## src/rtl/pmw_pkg.sv

```systemverilog
// Package: register map, fields, timing and types of the power-mode block
package pmw_pkg;
    // Register byte offsets on the Wishbone slave
    localparam logic [4:0] ADR_SYS_MODE  = 5'h00;
    localparam logic [4:0] ADR_CTRL      = 5'h04;
    localparam logic [4:0] ADR_WAKE_EN   = 5'h08;
    localparam logic [4:0] ADR_PWR_CFG   = 5'h0C;
    localparam int         ADR_W         = 5;
    // system_mode_register fields
    localparam int         F_FAST_SEL    = 0;
    localparam int         F_IDLE_SEL    = 1;
    localparam int         F_FAST_RDY    = 2;
    localparam int         F_SLOW_RDY    = 3;
    localparam int         F_DIV_LO      = 5;
    localparam int         F_DIV_HI      = 7;
    localparam logic [7:0] SYS_MODE_RST  = 8'h03;
    // Control register field
    localparam int         F_SYSCLK_KEEP = 7;
    // Power configuration register fields
    localparam int         F_WDT_EN      = 0;
    localparam int         F_LVD_EN      = 1;
    localparam int         F_SLOW_XTAL   = 2;
    localparam int         F_PDF         = 4;
    localparam int         F_TO          = 5;
    localparam int         F_MODE_LO     = 8;
    localparam int         F_MODE_HI     = 10;
    localparam logic [7:0] PWR_CFG_RST   = 8'h01;
    // Divider select codes
    localparam logic [2:0] DIV_SUB_A     = 3'h0;
    localparam logic [2:0] DIV_SUB_B     = 3'h1;
    // Timing
    localparam int         CLK_HZ        = 125000000;
    localparam int         SLOW_OSC_HZ   = 32768;
    localparam int         SLOW_DIV      = CLK_HZ / SLOW_OSC_HZ;
    localparam int         XTAL_TICKS    = 1024;
    localparam int         IRC_TICKS     = 2;
    localparam int         FAST_SETTLE   = 64;
    localparam int         CNT_W         = 12;

    typedef enum logic [2:0] {
        ST_RUN    = 3'b000,
        ST_IDLE0  = 3'b001,
        ST_IDLE1  = 3'b010,
        ST_SLEEP0 = 3'b011,
        ST_SLEEP1 = 3'b100
    } pwr_state_t;

    typedef enum logic [2:0] {
        MODE_NORMAL = 3'b000,
        MODE_SLOW   = 3'b001,
        MODE_IDLE0  = 3'b010,
        MODE_IDLE1  = 3'b011,
        MODE_SLEEP0 = 3'b100,
        MODE_SLEEP1 = 3'b101
    } op_mode_t;

    // Clock enables handed to the rest of the chip
    typedef struct packed {
        logic sys;
        logic fast_osc;
        logic sub;
        logic tbc;
        logic wdt;
    } clk_gate_t;

    // Wake-up outcome pulses toward the CPU core
    typedef struct packed {
        logic resume;
        logic irq_service;
        logic pc_sp_reset;
    } wake_evt_t;
endpackage

```

## src/rtl/power_mode_wakeup_controller.sv

```systemverilog
// Power-mode and wake-up controller with a Wishbone register slave
//
// Summary of operation
// - source clear, divider 000/001 selects slow clock
// - source set or divider 010-111 returns NORMAL
// - slow clock stops fast oscillator and dividers
// - slow switch completes only with slow oscillator ready
// - halt, idle 0, watchdog/detector off enters SLEEP0
// - halt, idle 0, watchdog or detector on: SLEEP1
// - halt, idle 1, keep 0 enters IDLE0
// - halt, idle 1, keep 1 enters IDLE1
// - low-power states hold CPU and state intact
// - SLEEP1/IDLE entry clears watchdog, runs if enabled
// - halt sets power-down flag, clears expired flag
// - wake on port A fall, interrupt, watchdog overflow
// - overflow wake sets expired, resets only PC/SP
// - power-down flag cleared by reset or watchdog clear
// - per-pin port A wake enable, resume after halt
// - disabled or stack-full interrupt resumes after halt
// - enabled interrupt with free stack is serviced, unless port A or watchdog wakes in the same cycle
// - interrupt pending before entry cannot wake
// - divider 010-111 gives fast/64 down to fast/2
// - fast ready low in SLEEP/IDLE0, rises when settled
// - slow ready after 1024 crystal or 1-2 internal cycles
//
// Implementation choices: the register offsets and the Wishbone register port.
`timescale 1ns/1ps
module power_mode_wakeup_controller
    import pmw_pkg::*;
#(
    parameter int PORT_W       = 8,
    parameter int IRQ_W        = 4,
    parameter int SLOW_DIV_CNT = SLOW_DIV,
    parameter int FAST_CYCLES  = FAST_SETTLE
) (
    input  wire logic              clk_i,
    input  wire logic              rst_i,
    input  wire logic [ADR_W-1:0]  adr_i,
    input  wire logic [31:0]       dat_i,
    output logic      [31:0]       dat_o,
    input  wire logic [3:0]        sel_i,
    input  wire logic              we_i,
    input  wire logic              cyc_i,
    input  wire logic              stb_i,
    output logic                   ack_o,
    input  wire logic              halt_i,
    input  wire logic              clr_wdt_i,
    input  wire logic              wdt_overflow_i,
    input  wire logic [PORT_W-1:0] port_a_i,
    input  wire logic [IRQ_W-1:0]  irq_req_i,
    input  wire logic [IRQ_W-1:0]  irq_en_i,
    input  wire logic              stack_full_i,
    output clk_gate_t              clk_gate_o,
    output logic                   wdt_clear_o,
    output logic                   cpu_hold_o,
    output wake_evt_t              wake_o,
    output op_mode_t               mode_o
);
    // Software-visible state
    logic [2:0]        clock_divider_select;
    logic              fast_clock_select;
    logic              halt_idle_select;
    logic              idle_sysclk_keep;
    logic [PORT_W-1:0] port_a_wake_enable;
    logic              wdt_enable;
    logic              lvd_enable;
    logic              slow_xtal;
    logic              power_down_flag;
    logic              watchdog_expired_flag;
    logic              fast_osc_ready;
    logic              slow_osc_ready;
    // Internal state
    pwr_state_t        state;
    pwr_state_t        next_state;
    logic              on_slow;
    logic [5:0]        fast_div;
    logic [CNT_W-1:0]  slow_div;
    logic [CNT_W-1:0]  fast_cnt;
    logic [CNT_W-1:0]  slow_cnt;
    logic [PORT_W-1:0] port_a_prev;
    logic [IRQ_W-1:0]  irq_armed;
    logic              want_slow;
    logic              halt_take;
    logic              low_power;
    logic              slow_tick;
    logic              fast_tick;
    logic              pa_wake;
    logic              irq_wake;
    logic              wdt_wake;
    logic              any_wake;
    logic              wr_en;
    logic              rd_sel;
    clk_gate_t         gate;

    // Divider select to count mask; all ones for the chosen ratio
    function automatic logic [5:0] div_mask(input logic [2:0] sel);
        case (sel)
            3'h2:    div_mask = 6'h3F;
            3'h3:    div_mask = 6'h1F;
            3'h4:    div_mask = 6'h0F;
            3'h5:    div_mask = 6'h07;
            3'h6:    div_mask = 6'h03;
            3'h7:    div_mask = 6'h01;
            default: div_mask = 6'h00;
        endcase
    endfunction

    // Request decode shared by the slave processes
    assign wr_en = cyc_i & stb_i & we_i & ~ack_o & sel_i[0];
    assign rd_sel = cyc_i & stb_i & ~we_i & ~ack_o;

    // Slow request: source bit clear with a sub-clock divider code
    assign want_slow = ~fast_clock_select &
        ((clock_divider_select == DIV_SUB_A) |
         (clock_divider_select == DIV_SUB_B));
    assign low_power = (state != ST_RUN);
    assign halt_take = halt_i & ~low_power;

    // Single-cycle answer; ack drops the cycle after it rose
    always_ff @(posedge clk_i) begin
        if (rst_i) begin
            ack_o <= 1'b0;
        end else begin
            ack_o <= cyc_i & stb_i & ~ack_o;
        end
    end

    // Read mux; unmapped addresses read zero but still ack
    always_ff @(posedge clk_i) begin
        if (rst_i) begin
            dat_o <= 32'h0000_0000;
        end else if (rd_sel) begin
            dat_o <= 32'h0000_0000;
            case (adr_i)
                ADR_SYS_MODE: begin
                    dat_o[F_DIV_HI:F_DIV_LO] <= clock_divider_select;
                    dat_o[F_SLOW_RDY]        <= slow_osc_ready;
                    dat_o[F_FAST_RDY]        <= fast_osc_ready;
                    dat_o[F_IDLE_SEL]        <= halt_idle_select;
                    dat_o[F_FAST_SEL]        <= fast_clock_select;
                end
                ADR_CTRL: dat_o[F_SYSCLK_KEEP] <= idle_sysclk_keep;
                ADR_WAKE_EN: dat_o[PORT_W-1:0] <= port_a_wake_enable;
                ADR_PWR_CFG: begin
                    dat_o[F_WDT_EN]            <= wdt_enable;
                    dat_o[F_LVD_EN]            <= lvd_enable;
                    dat_o[F_SLOW_XTAL]         <= slow_xtal;
                    dat_o[F_PDF]               <= power_down_flag;
                    dat_o[F_TO]                <= watchdog_expired_flag;
                    dat_o[F_MODE_HI:F_MODE_LO] <= mode_o;
                end
                default: dat_o <= 32'h0000_0000;
            endcase
        end
    end

    // Writable control fields; only byte lane 0 carries them
    always_ff @(posedge clk_i) begin
        if (rst_i) begin
            clock_divider_select <= SYS_MODE_RST[F_DIV_HI:F_DIV_LO];
            halt_idle_select     <= SYS_MODE_RST[F_IDLE_SEL];
            fast_clock_select    <= SYS_MODE_RST[F_FAST_SEL];
            idle_sysclk_keep     <= 1'b0;
            port_a_wake_enable   <= '0;
            wdt_enable           <= PWR_CFG_RST[F_WDT_EN];
            lvd_enable           <= PWR_CFG_RST[F_LVD_EN];
            slow_xtal            <= PWR_CFG_RST[F_SLOW_XTAL];
        end else if (wr_en) begin
            case (adr_i)
                ADR_SYS_MODE: begin
                    clock_divider_select <= dat_i[F_DIV_HI:F_DIV_LO];
                    halt_idle_select     <= dat_i[F_IDLE_SEL];
                    fast_clock_select    <= dat_i[F_FAST_SEL];
                end
                ADR_CTRL: idle_sysclk_keep <= dat_i[F_SYSCLK_KEEP];
                ADR_WAKE_EN: port_a_wake_enable <= dat_i[PORT_W-1:0];
                ADR_PWR_CFG: begin
                    wdt_enable <= dat_i[F_WDT_EN];
                    lvd_enable <= dat_i[F_LVD_EN];
                    slow_xtal  <= dat_i[F_SLOW_XTAL];
                end
                default: ;
            endcase
        end
    end

    // Source switching; held still while the CPU is halted
    always_ff @(posedge clk_i) begin
        if (rst_i) begin
            on_slow <= 1'b0;
        end else if (!low_power) begin
            if (!want_slow) begin
                on_slow <= 1'b0;
            end else if (slow_osc_ready) begin
                on_slow <= 1'b1;
            end
        end
    end

    // Halt decode into the four low-power states
    always_comb begin
        next_state = ST_RUN;
        if (halt_idle_select) begin
            next_state = idle_sysclk_keep ? ST_IDLE1
                                          : ST_IDLE0;
        end else if (wdt_enable | lvd_enable) begin
            next_state = ST_SLEEP1;
        end else begin
            next_state = ST_SLEEP0;
        end
    end

    // Power state; only a wake event leaves a low-power state
    always_ff @(posedge clk_i) begin
        if (rst_i) begin
            state <= ST_RUN;
        end else begin
            case (state)
                ST_RUN: if (halt_i) state <= next_state;
                ST_IDLE0,
                ST_IDLE1,
                ST_SLEEP0,
                ST_SLEEP1: if (any_wake) state <= ST_RUN;
                default: state <= ST_RUN;
            endcase
        end
    end

    // Clock gating per state
    always_comb begin
        gate = '0;
        case (state)
            ST_RUN, ST_IDLE1: begin
                gate.fast_osc = ~on_slow;
                gate.sub      = 1'b1;
                gate.tbc      = 1'b1;
                gate.wdt      = wdt_enable;
            end
            ST_IDLE0: begin
                gate.sub = 1'b1;
                gate.tbc = 1'b1;
                gate.wdt = wdt_enable;
            end
            ST_SLEEP1: begin
                gate.sub = 1'b1;
                gate.wdt = wdt_enable;
            end
            default: gate = '0;
        endcase
        // System clock only runs in RUN and IDLE1
        gate.sys = (state == ST_RUN || state == ST_IDLE1) &
                   (on_slow ? slow_tick : fast_tick);
    end

    // Fast divider chain, stopped whenever the fast oscillator is off
    always_ff @(posedge clk_i) begin
        if (rst_i || !gate.fast_osc) begin
            fast_div <= 6'h00;
        end else begin
            fast_div <= fast_div + 6'h01;
        end
    end
    // Qualified by on_slow, not the gate, so the gate logic stays acyclic
    assign fast_tick = ~on_slow &
        (fast_clock_select ? 1'b1 :
         ((fast_div & div_mask(clock_divider_select)) ==
          div_mask(clock_divider_select)));

    // Slow oscillator model: one tick per slow period while enabled
    always_ff @(posedge clk_i) begin
        if (rst_i || !gate.sub) begin
            slow_div <= '0;
        end else if (slow_tick) begin
            slow_div <= '0;
        end else begin
            slow_div <= slow_div + 1'b1;
        end
    end
    // Divider is held at zero while stopped, so no gate term is needed
    assign slow_tick = (slow_div == CNT_W'(SLOW_DIV_CNT - 1));

    // Fast ready: cleared while the oscillator is off, then settles
    always_ff @(posedge clk_i) begin
        if (rst_i || !gate.fast_osc) begin
            fast_cnt       <= '0;
            fast_osc_ready <= 1'b0;
        end else if (fast_cnt == CNT_W'(FAST_CYCLES - 1)) begin
            fast_osc_ready <= 1'b1;
        end else begin
            fast_cnt <= fast_cnt + 1'b1;
        end
    end

    // Slow ready: crystal needs far more start-up than internal RC
    always_ff @(posedge clk_i) begin
        if (rst_i || !gate.sub) begin
            slow_cnt       <= '0;
            slow_osc_ready <= 1'b0;
        end else if (slow_tick) begin
            if (slow_cnt == (slow_xtal ? CNT_W'(XTAL_TICKS - 1)
                                       : CNT_W'(IRC_TICKS - 1))) begin
                slow_osc_ready <= 1'b1;
            end else begin
                slow_cnt <= slow_cnt + 1'b1;
            end
        end
    end

    // Wake sources; a pending request at entry is disarmed
    always_ff @(posedge clk_i) begin
        if (rst_i) begin
            port_a_prev <= '0;
            irq_armed   <= '0;
        end else begin
            port_a_prev <= port_a_i;
            if (halt_take) begin
                irq_armed <= ~irq_req_i;
            end
        end
    end
    assign pa_wake  = |(port_a_prev & ~port_a_i &
                        port_a_wake_enable);
    assign irq_wake = |(irq_req_i & irq_armed);
    assign wdt_wake = wdt_overflow_i & gate.wdt;
    assign any_wake = low_power & (pa_wake | irq_wake | wdt_wake);

    // Wake outcome pulses; watchdog wake takes priority
    always_ff @(posedge clk_i) begin
        if (rst_i) begin
            wake_o <= '0;
        end else begin
            wake_o <= '0;
            if (any_wake) begin
                if (wdt_wake) begin
                    wake_o.pc_sp_reset <= 1'b1;
                end else if (!pa_wake &&
                             |(irq_req_i & irq_armed & irq_en_i) &&
                             !stack_full_i) begin
                    wake_o.irq_service <= 1'b1;
                end else begin
                    wake_o.resume <= 1'b1;
                end
            end
        end
    end

    // Watchdog clear on halt entry
    always_ff @(posedge clk_i) begin
        if (rst_i) begin
            wdt_clear_o <= 1'b0;
        end else begin
            wdt_clear_o <= halt_take;
        end
    end

    // Status flags; halt set beats a same-cycle watchdog clear
    always_ff @(posedge clk_i) begin
        if (rst_i) begin
            power_down_flag       <= 1'b0;
            watchdog_expired_flag <= 1'b0;
        end else begin
            if (halt_take) begin
                power_down_flag <= 1'b1;
            end else if (clr_wdt_i) begin
                power_down_flag <= 1'b0;
            end
            if (any_wake && wdt_wake) begin
                watchdog_expired_flag <= 1'b1;
            end else if (halt_take) begin
                watchdog_expired_flag <= 1'b0;
            end
        end
    end

    // Outputs
    assign clk_gate_o = gate;
    assign cpu_hold_o = low_power;
    always_comb begin
        case (state)
            ST_IDLE0:  mode_o = MODE_IDLE0;
            ST_IDLE1:  mode_o = MODE_IDLE1;
            ST_SLEEP0: mode_o = MODE_SLEEP0;
            ST_SLEEP1: mode_o = MODE_SLEEP1;
            default:   mode_o = on_slow ? MODE_SLOW : MODE_NORMAL;
        endcase
    end
endmodule

```

## config.mk

```make
export PLATFORM = sky130hd
export DESIGN_NAME = power_mode_wakeup_controller
export DESIGN_NICKNAME = d
export VERILOG_FILES = /design/src/rtl/pmw_pkg.sv /design/src/rtl/power_mode_wakeup_controller.sv
export SDC_FILE = /design/constraint.sdc
export NUM_CORES = 1
export LEC_CHECK = 0
export ABC_CLOCK_PERIOD_IN_PS = 2000
export BUFFER_PORTS_ARGS = -buffer_cell sky130_fd_sc_hd__buf_2
export CORE_MARGIN = 3
export CORE_UTILIZATION = 23
export CTS_CLUSTER_SIZE = 30
export DETAILED_ROUTE_END_ITERATION = 12
export PLACE_DENSITY = 0.5
export RECOVER_POWER = 50
export SYNTH_ARGS = -nofsm -noshare
export SYNTH_HDL_FRONTEND = slang
export SYNTH_SLANG_ARGS = --single-unit
```

## constraint.sdc

```tcl
create_clock -name clk_i -period 2 [get_ports clk_i]
set_input_delay 0.1 -clock clk_i [delete_from_list [all_inputs] [get_ports clk_i]]
set_output_delay 0.1 -clock clk_i [all_outputs]
set_load 0.02 [all_outputs]
```

# Yosys cells after proc, flatten, opt, wreduce, memory -nomap -nowiden
# Cells that the tools add are included.
[word_totals]
reg_bits = 95
inputBits = 66
[classes]
add_sub_neg = 4
n_reduce_logical = 34
eq_ne = 21
bitwise_logic = 31
n_mux = 32
[ops]
columns = ["operator", "count"]
rows = [
  ["12-bit by 1-bit adder with 12-bit output, second input constant", 3],
  ["6-bit case mux with 6 select lines", 1],
  ["8-bit bitwise AND", 2],
  ["1-bit 2-to-1 mux", 16],
  ["2-bit AND reduction", 8],
  ["4-bit OR reduction", 4],
  ["3-bit equality test, second input constant", 5],
  ["3-bit 2-to-1 mux", 5],
  ["1-bit bitwise AND", 13],
  ["12-bit by 10-bit equality test with 1-bit output", 1],
  ["12-bit equality test, second input constant", 1],
  ["12-bit by 6-bit equality test with 1-bit output, second input constant", 1],
  ["3-bit by 2-bit equality test with 1-bit output, second input constant", 4],
  ["3-bit case mux with 4 select lines", 1],
  ["5-bit by 4-bit equality test with 1-bit output, second input constant", 2],
  ["10-bit 2-to-1 mux", 1],
  ["3-bit case mux with 3 select lines", 1],
  ["4-bit bitwise AND", 2],
  ["8-bit NOT", 1],
  ["8-bit OR reduction", 1],
  ["1-bit NOT", 7],
  ["6-bit by 1-bit adder with 6-bit output, second input constant", 1],
  ["6-bit bitwise AND", 1],
  ["3-bit by 1-bit equality test with 1-bit output, second input constant", 2],
  ["18 further kinds", 38],
]

# Depth between registers and ports, before layout
[depth]
depth_word = 9
mapped_depth = 8
ltp_nobuf = 7

# Worst setup path before layout
# No wires, ideal clock.
[synth_timing]
path_kind = "register to output"
start = "register slow_div[0]"
end = "output port clk_gate_o[4] in the netlist's numbering"
path_stages_with_launch = 5
t_arrival_ns = 2.179
required_time_ns = 1.900
path_slack_ns = -0.279
cell_sequence = "dfxtp_1 -> ha_1 -> nand4b_1 -> or3_1 -> a2111oi_0"
[synth_lines]
columns = ["item", "line", "text"]
rows = [
  ["start: declaration", "power_mode_wakeup_controller.sv:77", "logic [CNT_W-1:0] slow_div;"],
  ["start signal: assignment", "power_mode_wakeup_controller.sv:276", "slow_div <= slow_div + 1'b1;"],
  ["end: declaration", "power_mode_wakeup_controller.sv:53", "output clk_gate_t clk_gate_o,"],
]

==> results.json <==
{
  "proportion_of_register_bits_with_asynchronous_set_or_reset_after_synthesis_pct": 0,
  "detail_route.wirelength.met1_um": 5212,
  "die_y_um": 144.4,
  "drt_drc_violations_left": 0,
  "grt_setup_unrepaired": "true",
  "via_count_of_the_first_global_routing_pass": 3604,
  "flow.area_growth_from_synthesis_pct": 26.06,
  "synthFlopType": "dfxtp_1",
  "highest_routed_metal_layer": "met4",
  "fmax_mhz": 491.8,
  "post_layout_nonfiller_instances": 844,
  "synthesis.yosys.warnings": 0,
  "timing.critical_path.arrival_ns": 1.93,
  "hold_start": "dat_i[6]",
  "number_of_antenna_violations_at_the_first_check_in_global_routing": 0,
  "holdPathStages": 3,
  "track_usage_pct": 11.16,
  "period_minus_slack_ns": 2.033,
  "worstHoldPathType": "in2reg",
  "critPathSlowestCell": "a2111oi_4",
  "max_cap_viols": 0,
  "globalplace.congestion": 0.8330,
  "r2r.worst_path.cells": 7,
  "clock_insertion_delay_worst_skew_ns": 0.35,
  "drive_gt1_share_pct": 18.05,
  "timing.hold.ws_ns": 0.01672,
  "fillCellCount": 1973,
  "dr.pass1.iters": 4,
  "wl_met2_um": 5308,
  "worst_setup_sp_type": "flip-flop",
  "area_share_of_the_largest_cell_type_after_synthesis_pct": 43.19,
  "die_span_x_um": 144.4,
  "hold_viol": 0,
  "final-max-slew-violation-count": 0,
  "placement.cell_area_um2": 5057,
  "cellLeakagePower_nw": 2.174,
  "maximum_number_of_pins_on_one_net_before_global_route_repair": 31,
  "crit_chain": "inv_2 > ha_4 > nand4b_1 > or3_4 > a2111oi_4 > buf_4",
  "synth.most_common_cell": "dfxtp_1",
  "overflow": 0,
  "r2r_start": "slow_div[1]",
  "timing.setup.critical_path_class": "reg2out",
  "post-route-cell-area_um2": 5550,
  "timing.rr.end": "slow_cnt[9]",
  "cp-end-kind": "primary output",
  "fin_ws_ns": -0.03316,
  "multi_input_comb_area_um2": 2344,
  "layout_worst_path_cycle_share_pct": 101.7,
  "numPlacedInstances": 811,
  "cts.clk_slew.worst_paths_ns": 0.07,
  "synth_cells": 513,
  "power.density_nw_per_um2": 734.0,
  "cts_sinks": 95,
  "clk_path_buf_depth": 2,
  "routedWlPerCell_um": 13.36,
  "max_stage_delay_ns": 0.38,
  "antenna-diode-count": 0,
  "yosysTopAreaCell": "dfxtp_1",
  "slew-limit-headroom_pct": 5.912,
  "setup_viol": 1,
  "wire_length_of_the_first_global_routing_pass_um": 18390,
  "vias": 3850,
  "synth_area_leaders": "dfxtp_1 43%, nor2_1 7.6%, mux2i_1 5.2%",
  "syn_area_per_cell_um2": 8.583,
  "whs_endpoint": "port_a_wake_enable[6]",
  "synth.cell_area_um2": 4403,
  "failing_checks": "negative setup slack",
  "ir_drop_uv": 394.4,
  "core-area_um2": 18390,
  "setup.reg_to_reg.worst_slack_ns": 0.12,
  "cts_buffers": 9,
  "route.detailed.vias_per_inst": 4.562,
  "htreeDepth": 3,
  "run_status": "finished with violations",
  "worstPathRequired_ns": 1.90,
  "die_area_um2": 20840,
  "final_nets": 681,
  "tritoncts": "yes",
  "timing.clock.skew_ns": 0.006759,
  "io-pin-count": 112,
  "yosys_register_bits": 95,
  "seqCellArea_um2": 1911,
  "final_antenna_net_count": 0,
  "wirelength_um": 11270,
  "netlist_top_cells_count": "95 x dfxtp_1, 89 x nor2_1, 31 x nand2_1",
  "crit_path_max_fanout": 2,
  "row_count": 49,
  "dr_wl_met3_um": 508,
  "synth_edf_count": 0,
  "tightestPinTransition_ns": 1.411,
  "finalCoreUtilization_pct": 30.18,
  "clockRootBuffer": "clkbuf_16",
  "placement.io_buffers": 63,
  "ys_seq_area_share_pct": 43.19,
  "synth.distinct_cells": 63,
  "initial_utilization_pct": 23.94,
  "post-dp-hpwl_um": 8570,
  "number_of_drc_markers_in_iteration_0": 199
}
[metal layers]
metal / up-vias / track usage (%)
li1: 1950 / -
met1: 1805 / 14.83
met2: 79 / 17.12
met3: 16 / 3.472
met4: 0 / 3.976
met5: - / 0
[stage by stage]
stage	total power [mW]	setup WS, ns	setup TNS (ns)
3_5_place_dp	2.351	0.03766	0
5_1_grt	4.267	-0.08487	-0.1792
6_report	4.074	-0.03316	-0.03316
2_1_floorplan	2.250	0.2184	0
3_3_place_gp	2.345	0.06244	0
4_1_cts	4.145	-0.04497	-0.04497
[layout by cell type (no fill, tap or decap), types with 7 or more instances in the layout]
cell type and instances:
nor2_1 89, dfxtp_1 88, buf_2 42, nand2_1 31
buf_4 25, nand3_1 24, mux2i_1 23, clkbuf_1 22
conb_1 21, a21oi_1 19, dlygate4sd3_1 17, nor3_1 16
xor2_1 14, o21ai_0 13, or3_1 11, a22oi_1 10
nor2b_1 10, inv_1 9, clkbuf_16 9, xnor2_1 8
nand4_1 8, o21ai_1 7, dfxtp_2 7
[timing repair]
action                                  4_1_cts  5_1_grt
resized for setup                            13        5
pin swaps                                     4        2
hold buffers                                 17        0
hold endpoints to repair                     16        0
endpoints found under the setup margin        1        9
buffers inserted                              0        0
[worst max-delay path: cells and delay by family, from the launching register on]
| family | cells | cell delay (ns) |
|---|---|---|
| simple gates | 2 | 0.49 |
| fa+ha+maj | 1 | 0.12 |
| compound gates | 1 | 0.38 |
| flops | 1 | 0.33 |
| buf+inv | 2 | 0.27 |
[logic make-up (layout without fill, tap and decap cells)]
| logic type | Yosys count | in the layout | synth area share, % |
|---|---|---|---|
| muxes | 24 | 24 | 5.484 |
| DFF | 95 | 95 | 43.19 |
| AOI/OAI and AO/OA | 75 | 75 | 10.94 |
| xor gates and xnor gates | 22 | 22 | 4.376 |
| adders and majority gates | 6 | 6 | 1.648 |
| other | 1 | 21 | 0.08517 |
| and+or+nand+nor | 235 | 235 | 27.57 |
| buffers and inverters | 55 | 137 | 6.706 |
[registers in the layout (all words and copies together), names as in the netlist, 3 cells and up]
| register | flops |
|---|---|
| port_a_prev | 8 |
| dat_o | 11 |
| clock_divider_select | 3 |
| fast_div | 6 |
| slow_div | 12 |
| port_a_wake_enable | 8 |
| slow_cnt | 12 |
| wake_o | 3 |
| irq_armed | 4 |
| state | 3 |
| fast_cnt | 12 |
[worst max path at each step]
stage	startpoint	to	depth (start not counted)
floorplan	slow_div[0]	clk_gate_o[4]	4
global placement	fast_div[2]	clk_gate_o[4]	6
detailed placement	slow_div[1]	slow_cnt[9]	7
CTS	slow_div[1]	clk_gate_o[4]	6
global route	slow_div[1]	clk_gate_o[4]	6
finish	slow_div[1]	clk_gate_o[4]	6
[area by class of cell]
cell class / count / area share, %
repair buffers: 110 / 12.11
inverters: 11 / 0.7439
clock inverters: 6 / 1.217
clock buffers: 10 / 4.125
multi-input cells: 383 / 42.22
flip-flops and latches: 95 / 34.42
well taps: 229 / 5.162
[where the power goes]
| part | switching, mW | internal, mW | leakage (nW) | total (mW) |
|---|---|---|---|---|
| clock | 0.757 | 0.976 | 0.139 | 1.73 |
| sequential | 0.0369 | 1.94 | 0.774 | 1.97 |
| combinational | 0.222 | 0.145 | 1.26 | 0.367 |
| total | 1.02 | 3.06 | 2.17 | 4.07 |
Note: power is estimated with default switching activity, not from simulation.
